## src/cvf_pkg.sv

```systemverilog
// Shared constants, types and register map of the camera video output formatter
package cvf_pkg;

  // APB register byte offsets
  localparam logic [7:0]  OFF_CTRL       = 8'h00;
  localparam logic [7:0]  OFF_HWIN       = 8'h04;
  localparam logic [7:0]  OFF_VWIN       = 8'h08;
  localparam logic [7:0]  OFF_STAT       = 8'h0C;

  // Field positions
  localparam int          CTRL_CFG_MSB   = 8;
  localparam int          WIN_START_LSB  = 0;
  localparam int          WIN_SIZE_LSB   = 16;
  localparam int          STAT_VCNT_LSB  = 0;
  localparam int          STAT_LV_BIT    = 16;
  localparam int          STAT_FS_BIT    = 17;
  localparam int          STAT_ODD_BIT   = 18;

  // Reset values
  localparam logic [8:0]  CTRL_RST       = 9'h000;
  localparam logic [15:0] HSTART_RST     = 16'h0020;
  localparam logic [15:0] HSIZE_RST      = 16'h0160;
  localparam logic [15:0] VSTART_RST     = 16'h000C;
  localparam logic [15:0] VSIZE_RST      = 16'h0120;

  // Frame timing, in pixels, lines and log2 of clocks per pixel
  localparam int          H_TOTAL_DEF    = 400;
  localparam int          V_TOTAL_DEF    = 312;
  localparam int          BASE_LOG2_DEF  = 4;
  localparam logic [15:0] HSYNC_PIX      = 16'h0010;
  localparam logic [15:0] VSYNC_LINES    = 16'h0003;

  // Video levels and embedded sync code bytes
  localparam logic [7:0]  VID_MIN        = 8'h01;
  localparam logic [7:0]  VID_MAX        = 8'hFE;
  localparam logic [7:0]  LUMA_BLANK     = 8'h10;
  localparam logic [7:0]  CODE_FF        = 8'hFF;
  localparam logic [7:0]  CODE_00        = 8'h00;

  typedef enum logic [1:0] {
    WID_16  = 2'h0,
    WID_8   = 2'h1,
    WID_NIB = 2'h2,
    WID_656 = 2'h3
  } cvf_width_t;

  // Control register layout, bit 8 downward
  typedef struct packed {
    logic       wide;
    logic       quarter_resolution_mode;
    logic       bit_rev;
    logic       bw;
    logic       yc_swap;
    logic       uv_swap;
    logic       rgb;
    cvf_width_t width;
  } cvf_cfg_t;

  typedef struct packed {
    logic [15:0] size;
    logic [15:0] start;
  } cvf_win_t;

endpackage

```

## src/cvf_formatter.sv

```systemverilog
// Camera video output formatter: timing, byte sequencing and APB registers
//
// What this block does
// [RULE1] Quarter-resolution mode halves the pixel rate
// [RULE2] Quarter mode defaults 176x144, size stays programmable
// [RULE3] 16-bit: luma per pixel, chroma alternates U V
// [RULE4] 8-bit YUV: Cb Y Cr Y, luma port, double rate
// [RULE5] Nibble mode uses luma bits 7..4 only
// [RULE6] Nibble clock x2 mono, x4 color
// [RULE7] 704 mode doubles clock, repeats every sample
// [RULE8] Drive frame sync, line valid, clock, field, hsync
// [RULE9] RGB 16-bit: G R on luma, B G chroma
// [RULE10] RGB 8-bit: B G R G, chroma port off
// [RULE11] 656 mode: start/end codes around active window
// [RULE12] 8-bit RGB also available without codes
// [RULE13] 656 output 8 bits, codes carry sync
// [RULE14] U/V swap: V U 16-bit, V Y U Y 8-bit
// [RULE15] Luma/chroma swap only in 8-bit: Y U Y V
// [RULE16] RGB U/V swap exchanges B/R between rows
// [RULE17] Mono: luma only, chroma tri-stated, 16-bit rate
// [RULE18] Bit reversal mirrors the output byte
// [RULE19] Host selects formats over configuration interface
// [RULE20] Pixel bytes never 0 or 255
// [RULE21] Data valid at pixel clock rising edge
// [RULE22] Line valid only inside programmed window
// [RULE23] Inactive chroma port is high impedance
//
// Chosen here: the register offsets and the APB register port.
`timescale 1ns/1ps
module cvf_formatter
  import cvf_pkg::*;
#(
  parameter int H_TOTAL   = H_TOTAL_DEF,
  parameter int V_TOTAL   = V_TOTAL_DEF,
  parameter int BASE_LOG2 = BASE_LOG2_DEF
) (
  input  wire logic        ref_clk,             // System clock, 50 MHz
  input  wire logic        rst,                 // Synchronous reset, active high
  input  wire logic        psel,                // APB select
  input  wire logic        penable,             // APB enable
  input  wire logic        pwrite,              // APB write
  input  wire logic [7:0]  paddr,               // APB byte address
  input  wire logic [31:0] pwdata,              // APB write data
  output logic      [31:0] prdata,              // APB read data
  output logic             pready,              // APB ready
  output logic             pslverr,             // APB error on unmapped address
  input  wire logic [7:0]  src_y,               // Luma or G/R sample of pixel
  input  wire logic [7:0]  src_cb,              // Cb or B/G sample of pixel
  input  wire logic [7:0]  src_cr,              // Cr sample of pixel pair
  output logic             src_take,            // Pulse: source pixel consumed
  output logic      [7:0]  luma_port,           // Luma data port
  output logic      [7:0]  chroma_port,         // Chroma data port
  output logic             chroma_oe_n,         // Chroma output enable, low drives
  output logic             pix_clk,             // Pixel clock to capture side
  output logic             line_valid,          // Active line window
  output logic             frame_sync,          // Vertical sync
  output logic             odd_field_flag,      // Field toggles each frame
  output logic             composite_hsync_out  // Composite horizontal sync
);

  localparam int CW = BASE_LOG2 + 2;
  if (BASE_LOG2 < 4 || BASE_LOG2 > 6) begin : g_chk_base
    $error("BASE_LOG2 must be 4 to 6");
  end
  if (H_TOTAL < 8 || H_TOTAL > 65535 || V_TOTAL < 8 || V_TOTAL > 65535) begin : g_chk_tot
    $error("H_TOTAL and V_TOTAL must be 8 to 65535");
  end
  localparam logic [15:0] H_LAST = 16'(H_TOTAL - 1);
  localparam logic [15:0] V_LAST = 16'(V_TOTAL - 1);
  function automatic logic [7:0] bit_mirror(input logic [7:0] b);
    logic [7:0] r;
    r = '0;
    for (int i = 0; i < 8; i++) begin
      r[i] = b[7 - i];
    end
    return r;
  endfunction
  function automatic logic [7:0] vid_clamp(input logic [7:0] b);
    logic [7:0] r;
    r = b;
    if (b < VID_MIN) begin
      r = VID_MIN;
    end else if (b > VID_MAX) begin
      r = VID_MAX;
    end
    return r;
  endfunction
  // Status word of an embedded code: 1 F V H and protection bits
  function automatic logic [7:0] code_xy(input logic f, input logic v, input logic h);
    return {1'b1, f, v, h, v ^ h, f ^ h, f ^ v, f ^ v ^ h};
  endfunction
  // Registers written by software
  cvf_cfg_t    ctrl_r;
  cvf_win_t    hwin_r;
  cvf_win_t    vwin_r;
  // Copies taken at frame start so a frame never changes format midway
  cvf_cfg_t    cfg_r;
  cvf_win_t    hact_r;
  cvf_win_t    vact_r;
  logic [CW-1:0] cyc_r;
  logic [15:0]   h_cnt_r;
  logic [15:0]   v_cnt_r;
  logic [7:0]    y_r;
  logic [7:0]    cb_r;
  logic [7:0]    cr_r;
  logic [31:0]   prdata_r;
  logic          pslverr_r;
  logic          pclk_r;
  logic          lv_r;
  logic          fs_r;
  logic          odd_r;
  logic          chs_r;
  logic [7:0]    luma_r;
  logic [7:0]    chroma_r;
  logic          chroma_oe_n_r;
  // ---------------------------------------------------------------- APB slave
  logic        apb_setup;
  logic        apb_wr;
  logic        addr_ok;
  logic [31:0] rd_mux;
  assign apb_setup = psel && !penable;
  assign apb_wr    = psel && penable && pwrite;
  assign addr_ok   = (paddr == OFF_CTRL) || (paddr == OFF_HWIN) ||
                     (paddr == OFF_VWIN) || (paddr == OFF_STAT);
  always_comb begin
    rd_mux = '0;
    unique case (paddr)
      OFF_CTRL: rd_mux[CTRL_CFG_MSB:0] = ctrl_r;
      OFF_HWIN: rd_mux = hwin_r;
      OFF_VWIN: rd_mux = vwin_r;
      OFF_STAT: begin
        rd_mux[STAT_VCNT_LSB +: 16] = v_cnt_r;
        rd_mux[STAT_LV_BIT]         = lv_r;
        rd_mux[STAT_FS_BIT]         = fs_r;
        rd_mux[STAT_ODD_BIT]        = odd_r;
      end
      default: rd_mux = '0;
    endcase
  end

  // Read data and error are settled in the setup cycle, so no wait states
  always_ff @(posedge ref_clk) begin
    if (rst) begin
      prdata_r  <= '0;
      pslverr_r <= 1'b0;
    end else if (apb_setup) begin
      prdata_r  <= rd_mux;
      pslverr_r <= !addr_ok;
    end
  end

  assign prdata  = prdata_r;
  assign pready  = 1'b1;
  assign pslverr = pslverr_r && psel && penable;

  // Format options come from the host through these registers
  always_ff @(posedge ref_clk) begin
    if (rst) begin
      ctrl_r <= cvf_cfg_t'(CTRL_RST);
      hwin_r <= '{size: HSIZE_RST, start: HSTART_RST};
      vwin_r <= '{size: VSIZE_RST, start: VSTART_RST};
    end else if (apb_wr) begin
      if (paddr == OFF_CTRL) begin
        ctrl_r <= cvf_cfg_t'(pwdata[CTRL_CFG_MSB:0]);
      end
      if (paddr == OFF_HWIN) begin
        hwin_r <= cvf_win_t'(pwdata);
      end
      if (paddr == OFF_VWIN) begin
        vwin_r <= cvf_win_t'(pwdata);
      end
    end
  end

  // ---------------------------------------------------------------- Pixel timing
  logic          nib;
  logic          bsh;
  logic          wsh;
  logic [2:0]    p_log;
  logic [2:0]    slot_log;
  logic [CW-1:0] p_mask;
  logic [CW-1:0] s_mask;
  logic          pix_start;
  logic          pix_last;
  logic          slot_start;
  logic          frame_last;
  logic [CW-1:0] elem;

  always_comb begin
    nib        = (cfg_r.width == WID_NIB);                          // RULE5
    bsh        = !cfg_r.bw && (cfg_r.width != WID_16);              // RULE4 RULE17
    wsh        = cfg_r.wide;                                        // RULE7
    p_log      = 3'(BASE_LOG2) + {2'b00, cfg_r.quarter_resolution_mode}; // RULE1
    slot_log   = p_log - {2'b00, bsh} - {2'b00, nib} - {2'b00, wsh}; // RULE6
    p_mask     = CW'((1 << p_log) - 1);
    s_mask     = CW'((1 << slot_log) - 1);
    pix_start  = (cyc_r == '0);
    pix_last   = (cyc_r == p_mask);
    slot_start = ((cyc_r & s_mask) == '0);
    frame_last = pix_last && (h_cnt_r == H_LAST) && (v_cnt_r == V_LAST);
    elem       = cyc_r >> slot_log;
  end

  always_ff @(posedge ref_clk) begin
    if (rst) begin
      cyc_r   <= '0;
      h_cnt_r <= '0;
      v_cnt_r <= '0;
    end else if (pix_last) begin
      cyc_r <= '0;
      if (h_cnt_r == H_LAST) begin
        h_cnt_r <= '0;
        v_cnt_r <= (v_cnt_r == V_LAST) ? 16'h0000 : v_cnt_r + 16'h0001;
      end else begin
        h_cnt_r <= h_cnt_r + 16'h0001;
      end
    end else begin
      cyc_r <= cyc_r + CW'(1);
    end
  end

  // Frame-start capture of format and window
  always_ff @(posedge ref_clk) begin
    if (rst) begin
      cfg_r  <= cvf_cfg_t'(CTRL_RST);
      hact_r <= '{size: HSIZE_RST, start: HSTART_RST};
      vact_r <= '{size: VSIZE_RST, start: VSTART_RST};
      odd_r  <= 1'b0;
    end else if (frame_last) begin
      cfg_r  <= ctrl_r;
      hact_r <= hwin_r;
      vact_r <= vwin_r;
      odd_r  <= !odd_r;
    end
  end

  // ---------------------------------------------------------------- Windows
  logic [15:0] h_size;
  logic [15:0] v_size;
  logic [15:0] h_end;
  logic [15:0] v_end;
  logic [15:0] h_rel;
  logic        h_act;
  logic        v_act;
  logic        lv_now;
  logic        vs_now;
  logic        hs_now;

  always_comb begin
    // Quarter mode halves the programmed size, so 352x288 gives 176x144
    h_size = cfg_r.quarter_resolution_mode ? {1'b0, hact_r.size[15:1]} : hact_r.size;  // RULE2
    v_size = cfg_r.quarter_resolution_mode ? {1'b0, vact_r.size[15:1]} : vact_r.size;  // RULE2
    h_end  = hact_r.start + h_size;
    v_end  = vact_r.start + v_size;
    h_rel  = h_cnt_r - hact_r.start;
    h_act  = (h_cnt_r >= hact_r.start) && (h_cnt_r < h_end);
    v_act  = (v_cnt_r >= vact_r.start) && (v_cnt_r < v_end);
    lv_now = h_act && v_act;                                        // RULE22
    vs_now = (v_cnt_r < VSYNC_LINES);
    hs_now = (h_cnt_r < HSYNC_PIX);
  end

  // Source pixel handshake, one pulse per active pixel
  assign src_take = lv_now && pix_start;

  always_ff @(posedge ref_clk) begin
    if (rst) begin
      y_r  <= '0;
      cb_r <= '0;
      cr_r <= '0;
    end else if (src_take) begin
      y_r  <= src_y;
      cb_r <= src_cb;
      cr_r <= src_cr;
    end
  end

  // ---------------------------------------------------------------- Byte sequencing
  logic [7:0]    cur_y;
  logic [7:0]    cur_cb;
  logic [7:0]    cur_cr;
  logic          px_odd;
  logic          ln_odd;
  logic [CW-1:0] e2;
  logic          byte_i;
  logic          nib_lo;
  logic [7:0]    y_smp;
  logic [7:0]    c_smp;
  logic [7:0]    strm;
  logic          is_code;
  logic          in_sav;
  logic          in_eav;
  logic [2:0]    code_k;
  logic [7:0]    lum_b;
  logic [7:0]    lum_out;
  logic          chroma_on;

  always_comb begin
    cur_y   = src_take ? src_y : y_r;
    cur_cb  = src_take ? src_cb : cb_r;
    cur_cr  = src_take ? src_cr : cr_r;
    px_odd  = h_rel[0];
    ln_odd  = v_cnt_r[0] ^ vact_r.start[0];
    e2      = elem >> wsh;                                          // RULE7
    byte_i  = nib ? e2[1] : e2[0];
    nib_lo  = nib && e2[0];
    if (cfg_r.rgb) begin
      // Swapping channels on alternate rows exchanges the B and R rows
      y_smp = (cfg_r.uv_swap && ln_odd) ? cur_cb : cur_y;           // RULE16
      c_smp = (cfg_r.uv_swap && ln_odd) ? cur_y : cur_cb;           // RULE16 RULE9
    end else begin
      y_smp = cur_y;                                                // RULE3
      c_smp = (px_odd ^ cfg_r.uv_swap) ? cur_cr : cur_cb;           // RULE3 RULE14
    end
    // Two bytes per pixel on the luma port for 8-bit style streams
    if (cfg_r.bw) begin
      strm = y_smp;                                                 // RULE17
    end else if (cfg_r.width == WID_16) begin
      strm = y_smp;
    end else if (cfg_r.rgb) begin
      strm = (byte_i ^ px_odd) ? y_smp : c_smp;                     // RULE10 RULE12
    end else if (cfg_r.yc_swap) begin
      strm = byte_i ? c_smp : y_smp;                                // RULE15
    end else begin
      strm = byte_i ? y_smp : c_smp;                                // RULE4 RULE14
    end
    // Embedded codes fill the two pixel slots either side of the window
    in_sav  = (h_cnt_r + 16'h0002 >= hact_r.start) && (h_cnt_r < hact_r.start);
    in_eav  = (h_cnt_r >= h_end) && (h_cnt_r < h_end + 16'h0002);
    is_code = (cfg_r.width == WID_656) && !cfg_r.bw && (in_sav || in_eav); // RULE11 RULE13
    code_k  = {1'b0, in_sav ? (hact_r.start[0] ^ h_cnt_r[0]) : (h_cnt_r[0] ^ h_end[0]), byte_i};
    lum_b   = LUMA_BLANK;
    if (is_code) begin
      unique case (code_k[1:0])
        2'h0: lum_b = CODE_FF;                                      // RULE11
        2'h1: lum_b = CODE_00;
        2'h2: lum_b = CODE_00;
        2'h3: lum_b = code_xy(odd_r, !v_act, in_eav);               // RULE11
      endcase
    end else if (lv_now) begin
      lum_b = vid_clamp(strm);                                      // RULE20
    end
    lum_b   = cfg_r.bit_rev ? bit_mirror(lum_b) : lum_b;            // RULE18
    if (nib) begin
      lum_out = {nib_lo ? lum_b[3:0] : lum_b[7:4], 4'h0};           // RULE5
    end else begin
      lum_out = lum_b;
    end
    chroma_on = (cfg_r.width == WID_16) && !cfg_r.bw;               // RULE17 RULE23
  end

  // ---------------------------------------------------------------- Output stage
  // Data moves while the clock is low, so it is stable at its rising edge
  always_ff @(posedge ref_clk) begin
    if (rst) begin
      pclk_r <= 1'b0;
    end else begin
      pclk_r <= cyc_r[slot_log - 3'd1];                             // RULE21 RULE6
    end
  end

  always_ff @(posedge ref_clk) begin
    if (rst) begin
      luma_r        <= '0;
      chroma_r      <= '0;
      chroma_oe_n_r <= 1'b1;
    end else if (slot_start) begin
      luma_r        <= lum_out;                                     // RULE21
      chroma_oe_n_r <= !chroma_on;                                  // RULE23 RULE10
      if (!chroma_on) begin
        chroma_r <= '0;
      end else if (lv_now) begin
        chroma_r <= cfg_r.bit_rev ? bit_mirror(vid_clamp(c_smp)) : vid_clamp(c_smp); // RULE9 RULE18 RULE20
      end else begin
        chroma_r <= LUMA_BLANK;
      end
    end
  end

  always_ff @(posedge ref_clk) begin
    if (rst) begin
      lv_r  <= 1'b0;
      fs_r  <= 1'b0;
      chs_r <= 1'b0;
    end else if (pix_start) begin
      lv_r  <= lv_now;                                              // RULE22 RULE8
      fs_r  <= vs_now;                                              // RULE8
      chs_r <= hs_now ^ vs_now;                                     // RULE8
    end
  end

  assign pix_clk             = pclk_r;                              // RULE8
  assign line_valid          = lv_r;
  assign frame_sync          = fs_r;
  assign odd_field_flag      = odd_r;                               // RULE8
  assign composite_hsync_out = chs_r;
  assign luma_port           = luma_r;
  assign chroma_port         = chroma_r;
  assign chroma_oe_n         = chroma_oe_n_r;

endmodule

```

## config.mk

```make
export PLATFORM = sky130hd
export DESIGN_NAME = cvf_formatter
export DESIGN_NICKNAME = d
export VERILOG_FILES = /design/src/cvf_pkg.sv /design/src/cvf_formatter.sv
export SDC_FILE = /design/constraint.sdc
export NUM_CORES = 1
export LEC_CHECK = 0
export ABC_CLOCK_PERIOD_IN_PS = 19050
export BUFFER_PORTS_ARGS = -buffer_cell sky130_fd_sc_hd__buf_4
export CAP_MARGIN = 20
export CORE_MARGIN = 4
export CORE_UTILIZATION = 45
export DETAILED_ROUTE_END_ITERATION = 16
export SLEW_MARGIN = 10
export SYNTH_ARGS = -nofsm -noshare
export SYNTH_HDL_FRONTEND = slang
export SYNTH_SLANG_ARGS = --single-unit
```

## constraint.sdc

```tcl
create_clock -name ref_clk -period 19.05 [get_ports ref_clk]
set_clock_uncertainty 0.05 [all_clocks]
set_input_delay 2.8575 -clock ref_clk [delete_from_list [all_inputs] [get_ports ref_clk]]
set_output_delay 2.8575 -clock ref_clk [all_outputs]
set_load 0.05 [all_outputs]
```

==> results_dict.tcl <==
set metrics [dict create \
    run_status "completed" \
    finalWorstSetupSlack_ps 8797 \
    place_worst_setup_slack_ps 9484 \
    peakVddDrop_mv 0.07278 \
    ys_ff_latch 263 \
    critPathRequiredTime_ps 16140 \
    post_cts_buffers 0 \
    r2r_slack_ps 11090 \
    die_h_um 198.8 \
    path_clk_slew_ps 60 \
    globalplace.congestion 0.9203 \
    fillers 3533 \
    worstSetupStartpoint "cfg_r[7]$_SDFFE_PP0P_" \
    yosysTopAreaCell "dfxtp_1" \
    synth_edf_count 0 \
    vias 14980 \
    rsz0062_at_grt "false" \
    viasPerCell 5.731 \
    synth_top_area_share_pct 32.13 \
    grt_antenna_before_repair 0 \
    cp_max_fo 53 \
    slew_violations 0 \
    ios 126 \
    cts_tree "built" \
    timing.final.crit_share_pct 53.82 \
    wl_mm 50.61 \
    r2r-start "cfg_r[7]$_SDFFE_PP0P_" \
    die_area_um2 39540 \
    syn_nets 2279 \
    synth_area_leaders "dfxtp_1, ha_1, nand2_1" \
    numCtsBuffers 31 \
    cap_violations 0 \
    antenna_left 0 \
    track_usage_pct 24.97 \
    drive_above_1_share_pct 12.64 \
    fin_nets 2343 \
    grt_remaining_overflow 0 \
    drt_iter0_markers 891 \
    min_period_ps 10250 \
    synth.avg_cell_area_um2 7.929 \
    cp-start-kind "register" \
    tightestPinTransition_ps 1122 \
    yosysWarnings 0 \
    setup_viol 0 \
    cts_resized 0 \
    cts_root_buf "clkbuf_16" \
    pwr_density_cell_nw_per_um2 66.60 \
    hpwlAfterDp_mm 37.55 \
    fp.dieW_um 198.8 \
    grt_pass1_wl_mm 79.62 \
    cts_hold_buffers 0 \
    critPathKind "reg -> out" \
    critical_path.endpoint_type "output pin" \
    rows 69 \
    ys_async_sr_fraction_pct 0 \
    slew-limit-headroom_pct 25.17 \
    mostFrequentLayoutCells "nand2_1, dfxtp_1, a21oi_1, nor2_1, buf_4" \
    ys_seq_area_share_pct 32.13 \
    drc 0 \
    wire_per_inst_um 19.37 \
    grt_max_degree 108 \
    syn_to_final_growth_pct 13.63 \
    worst_skew_pair.late_latency_ps 580 \
    total_leakage_power_nw 7.496 \
    fmax_mhz 97.53 \
    syn_area_um2 16390 \
    synthCells 2067 \
    clkSinkCount 263 \
    num_antenna_cells 0 \
    cts_max_level 1 \
    min_from "hact_r[16]$_SDFFE_PP0P_" \
    grt_pass1_vias 14300 \
    start_util_pct 45.85 \
    cts.path.max_buffers 3 \
    io_buffers 124 \
    final_common_cell "nand2_1" \
    fp.coreArea_um2 35740 \
    synth_ff_type "dfxtp_1" \
    hold_class "reg -> reg" \
    drtPass1Iterations 6 \
    tns_ps 0 \
    finalHoldViolations 0 \
    cp.arrival_ps 7350 \
    synth_cell_types 91 \
]
worst max-delay path, cell delays in order (launching register included):
cell and delay (ps):
dfxtp_1 580, buf_4 420, mux2_2 390, ha_1 210
fa_1 400, a21o_1 180, a21oi_1 210, o21bai_1 90
a21oi_1 220, o21bai_1 120, a211oi_1 340, o21ai_0 200
a31o_2 270, a21oi_1 160, xor2_1 290, ha_1 320
and4_1 230, a22o_1 220, a211oi_2 420, nand4_2 140
buf_4 360, inv_1 580, buf_4 320
state kept, by name, indices dropped and copies added, names as in the netlist, 6 cells and up:
| register | flops |
|---|---|
| hact_r | 32 |
| hwin_r | 32 |
| prdata | 32 |
| vact_r | 32 |
| vwin_r | 32 |
| h_cnt_r | 16 |
| v_cnt_r | 16 |
| ctrl_r | 9 |
| cb_r | 8 |
| cfg_r | 8 |
| chroma_port | 8 |
| cr_r | 8 |
| luma_port | 8 |
| y_r | 8 |
| cyc_r | 6 |
layout make-up:
| class | instances | area, um2 | area share, % |
|---|---|---|---|
| inverter | 89 | 334.1 | 1.794 |
| clock inverter | 12 | 171.4 | 0.9205 |
| timing repair buffer | 142 | 1070 | 5.745 |
| multi-input combinational | 1604 | 10340 | 55.51 |
| clock buffer | 42 | 867.1 | 4.656 |
| sequential | 263 | 5265 | 28.27 |
| tap | 461 | 576.8 | 3.097 |
kinds of logic (layout without fill, tap and decap cells):
logic type | after synthesis | count (layout) | synth area share (%)
other cells | 1 | 1 | 0.02288
simple gates | 795 | 795 | 21.31
flops | 263 | 263 | 32.13
xor+xnor | 97 | 97 | 5.184
buf+inv | 200 | 285 | 4.863
compound gates | 477 | 477 | 18.58
mux | 91 | 91 | 6.818
fa+ha+maj | 143 | 143 | 11.10
where the power goes:
part	switching (mW)	leakage (nW)	internal [mW]
Sequential	0.00401	2.12	0.554
Clock	0.243	0.514	0.370
Combinational	0.0445	4.86	0.0237
Total	0.292	7.50	0.948
stage by stage:
stage	power (mW)	util [%]	instances	area, um2	hold WS [ps]
final	1.240	52.10	2613	18620	401.8
after global placement	0.6378	49.15	2557	17570	397.1
after global routing	1.281	52.10	2613	18620	427.0
after floorplan	0.6093	-	2067	16390	383.8
after detailed placement	0.6383	49.15	2557	17570	398.9
after CTS	1.251	52.06	2611	18610	406.2
synthesized netlist by cell type (14+ instances only):
| cell type | count |
|---|---|
| nand2_1 | 424 |
| dfxtp_1 | 263 |
| a21oi_1 | 230 |
| nor2_1 | 154 |
| ha_1 | 139 |
| inv_1 | 88 |
| clkbuf_1 | 86 |
| xnor2_1 | 68 |
| o21ai_0 | 63 |
| nand3_1 | 44 |
| mux2i_1 | 43 |
| nor3_1 | 42 |
| mux2_2 | 35 |
| a22oi_1 | 29 |
| xor2_1 | 29 |
| nand4_1 | 24 |
| a21o_1 | 18 |
| a221oi_1 | 17 |
| nand3b_1 | 15 |
| nor2b_1 | 14 |
per-layer routing:
metal	vias to the layer above	routed length (um)	GRT usage, %
li1	7370	-	-
met1	7154	23550	35.18
met2	378	23110	40.62
met3	74	2752	3.404
met4	0	1196	6.231
met5	-	0	0
final timing paths:
path              cells past startpoint                         to
setup / recovery                     22                   src_take
hold reg to reg                       2    hact_r[16]$_SDFFE_PP0P_
hold / removal                        2    hact_r[16]$_SDFFE_PP0P_
setup reg to reg                     28  luma_port[0]$_SDFFE_PP0N_
Note: power is estimated with default switching activity, not from simulation.
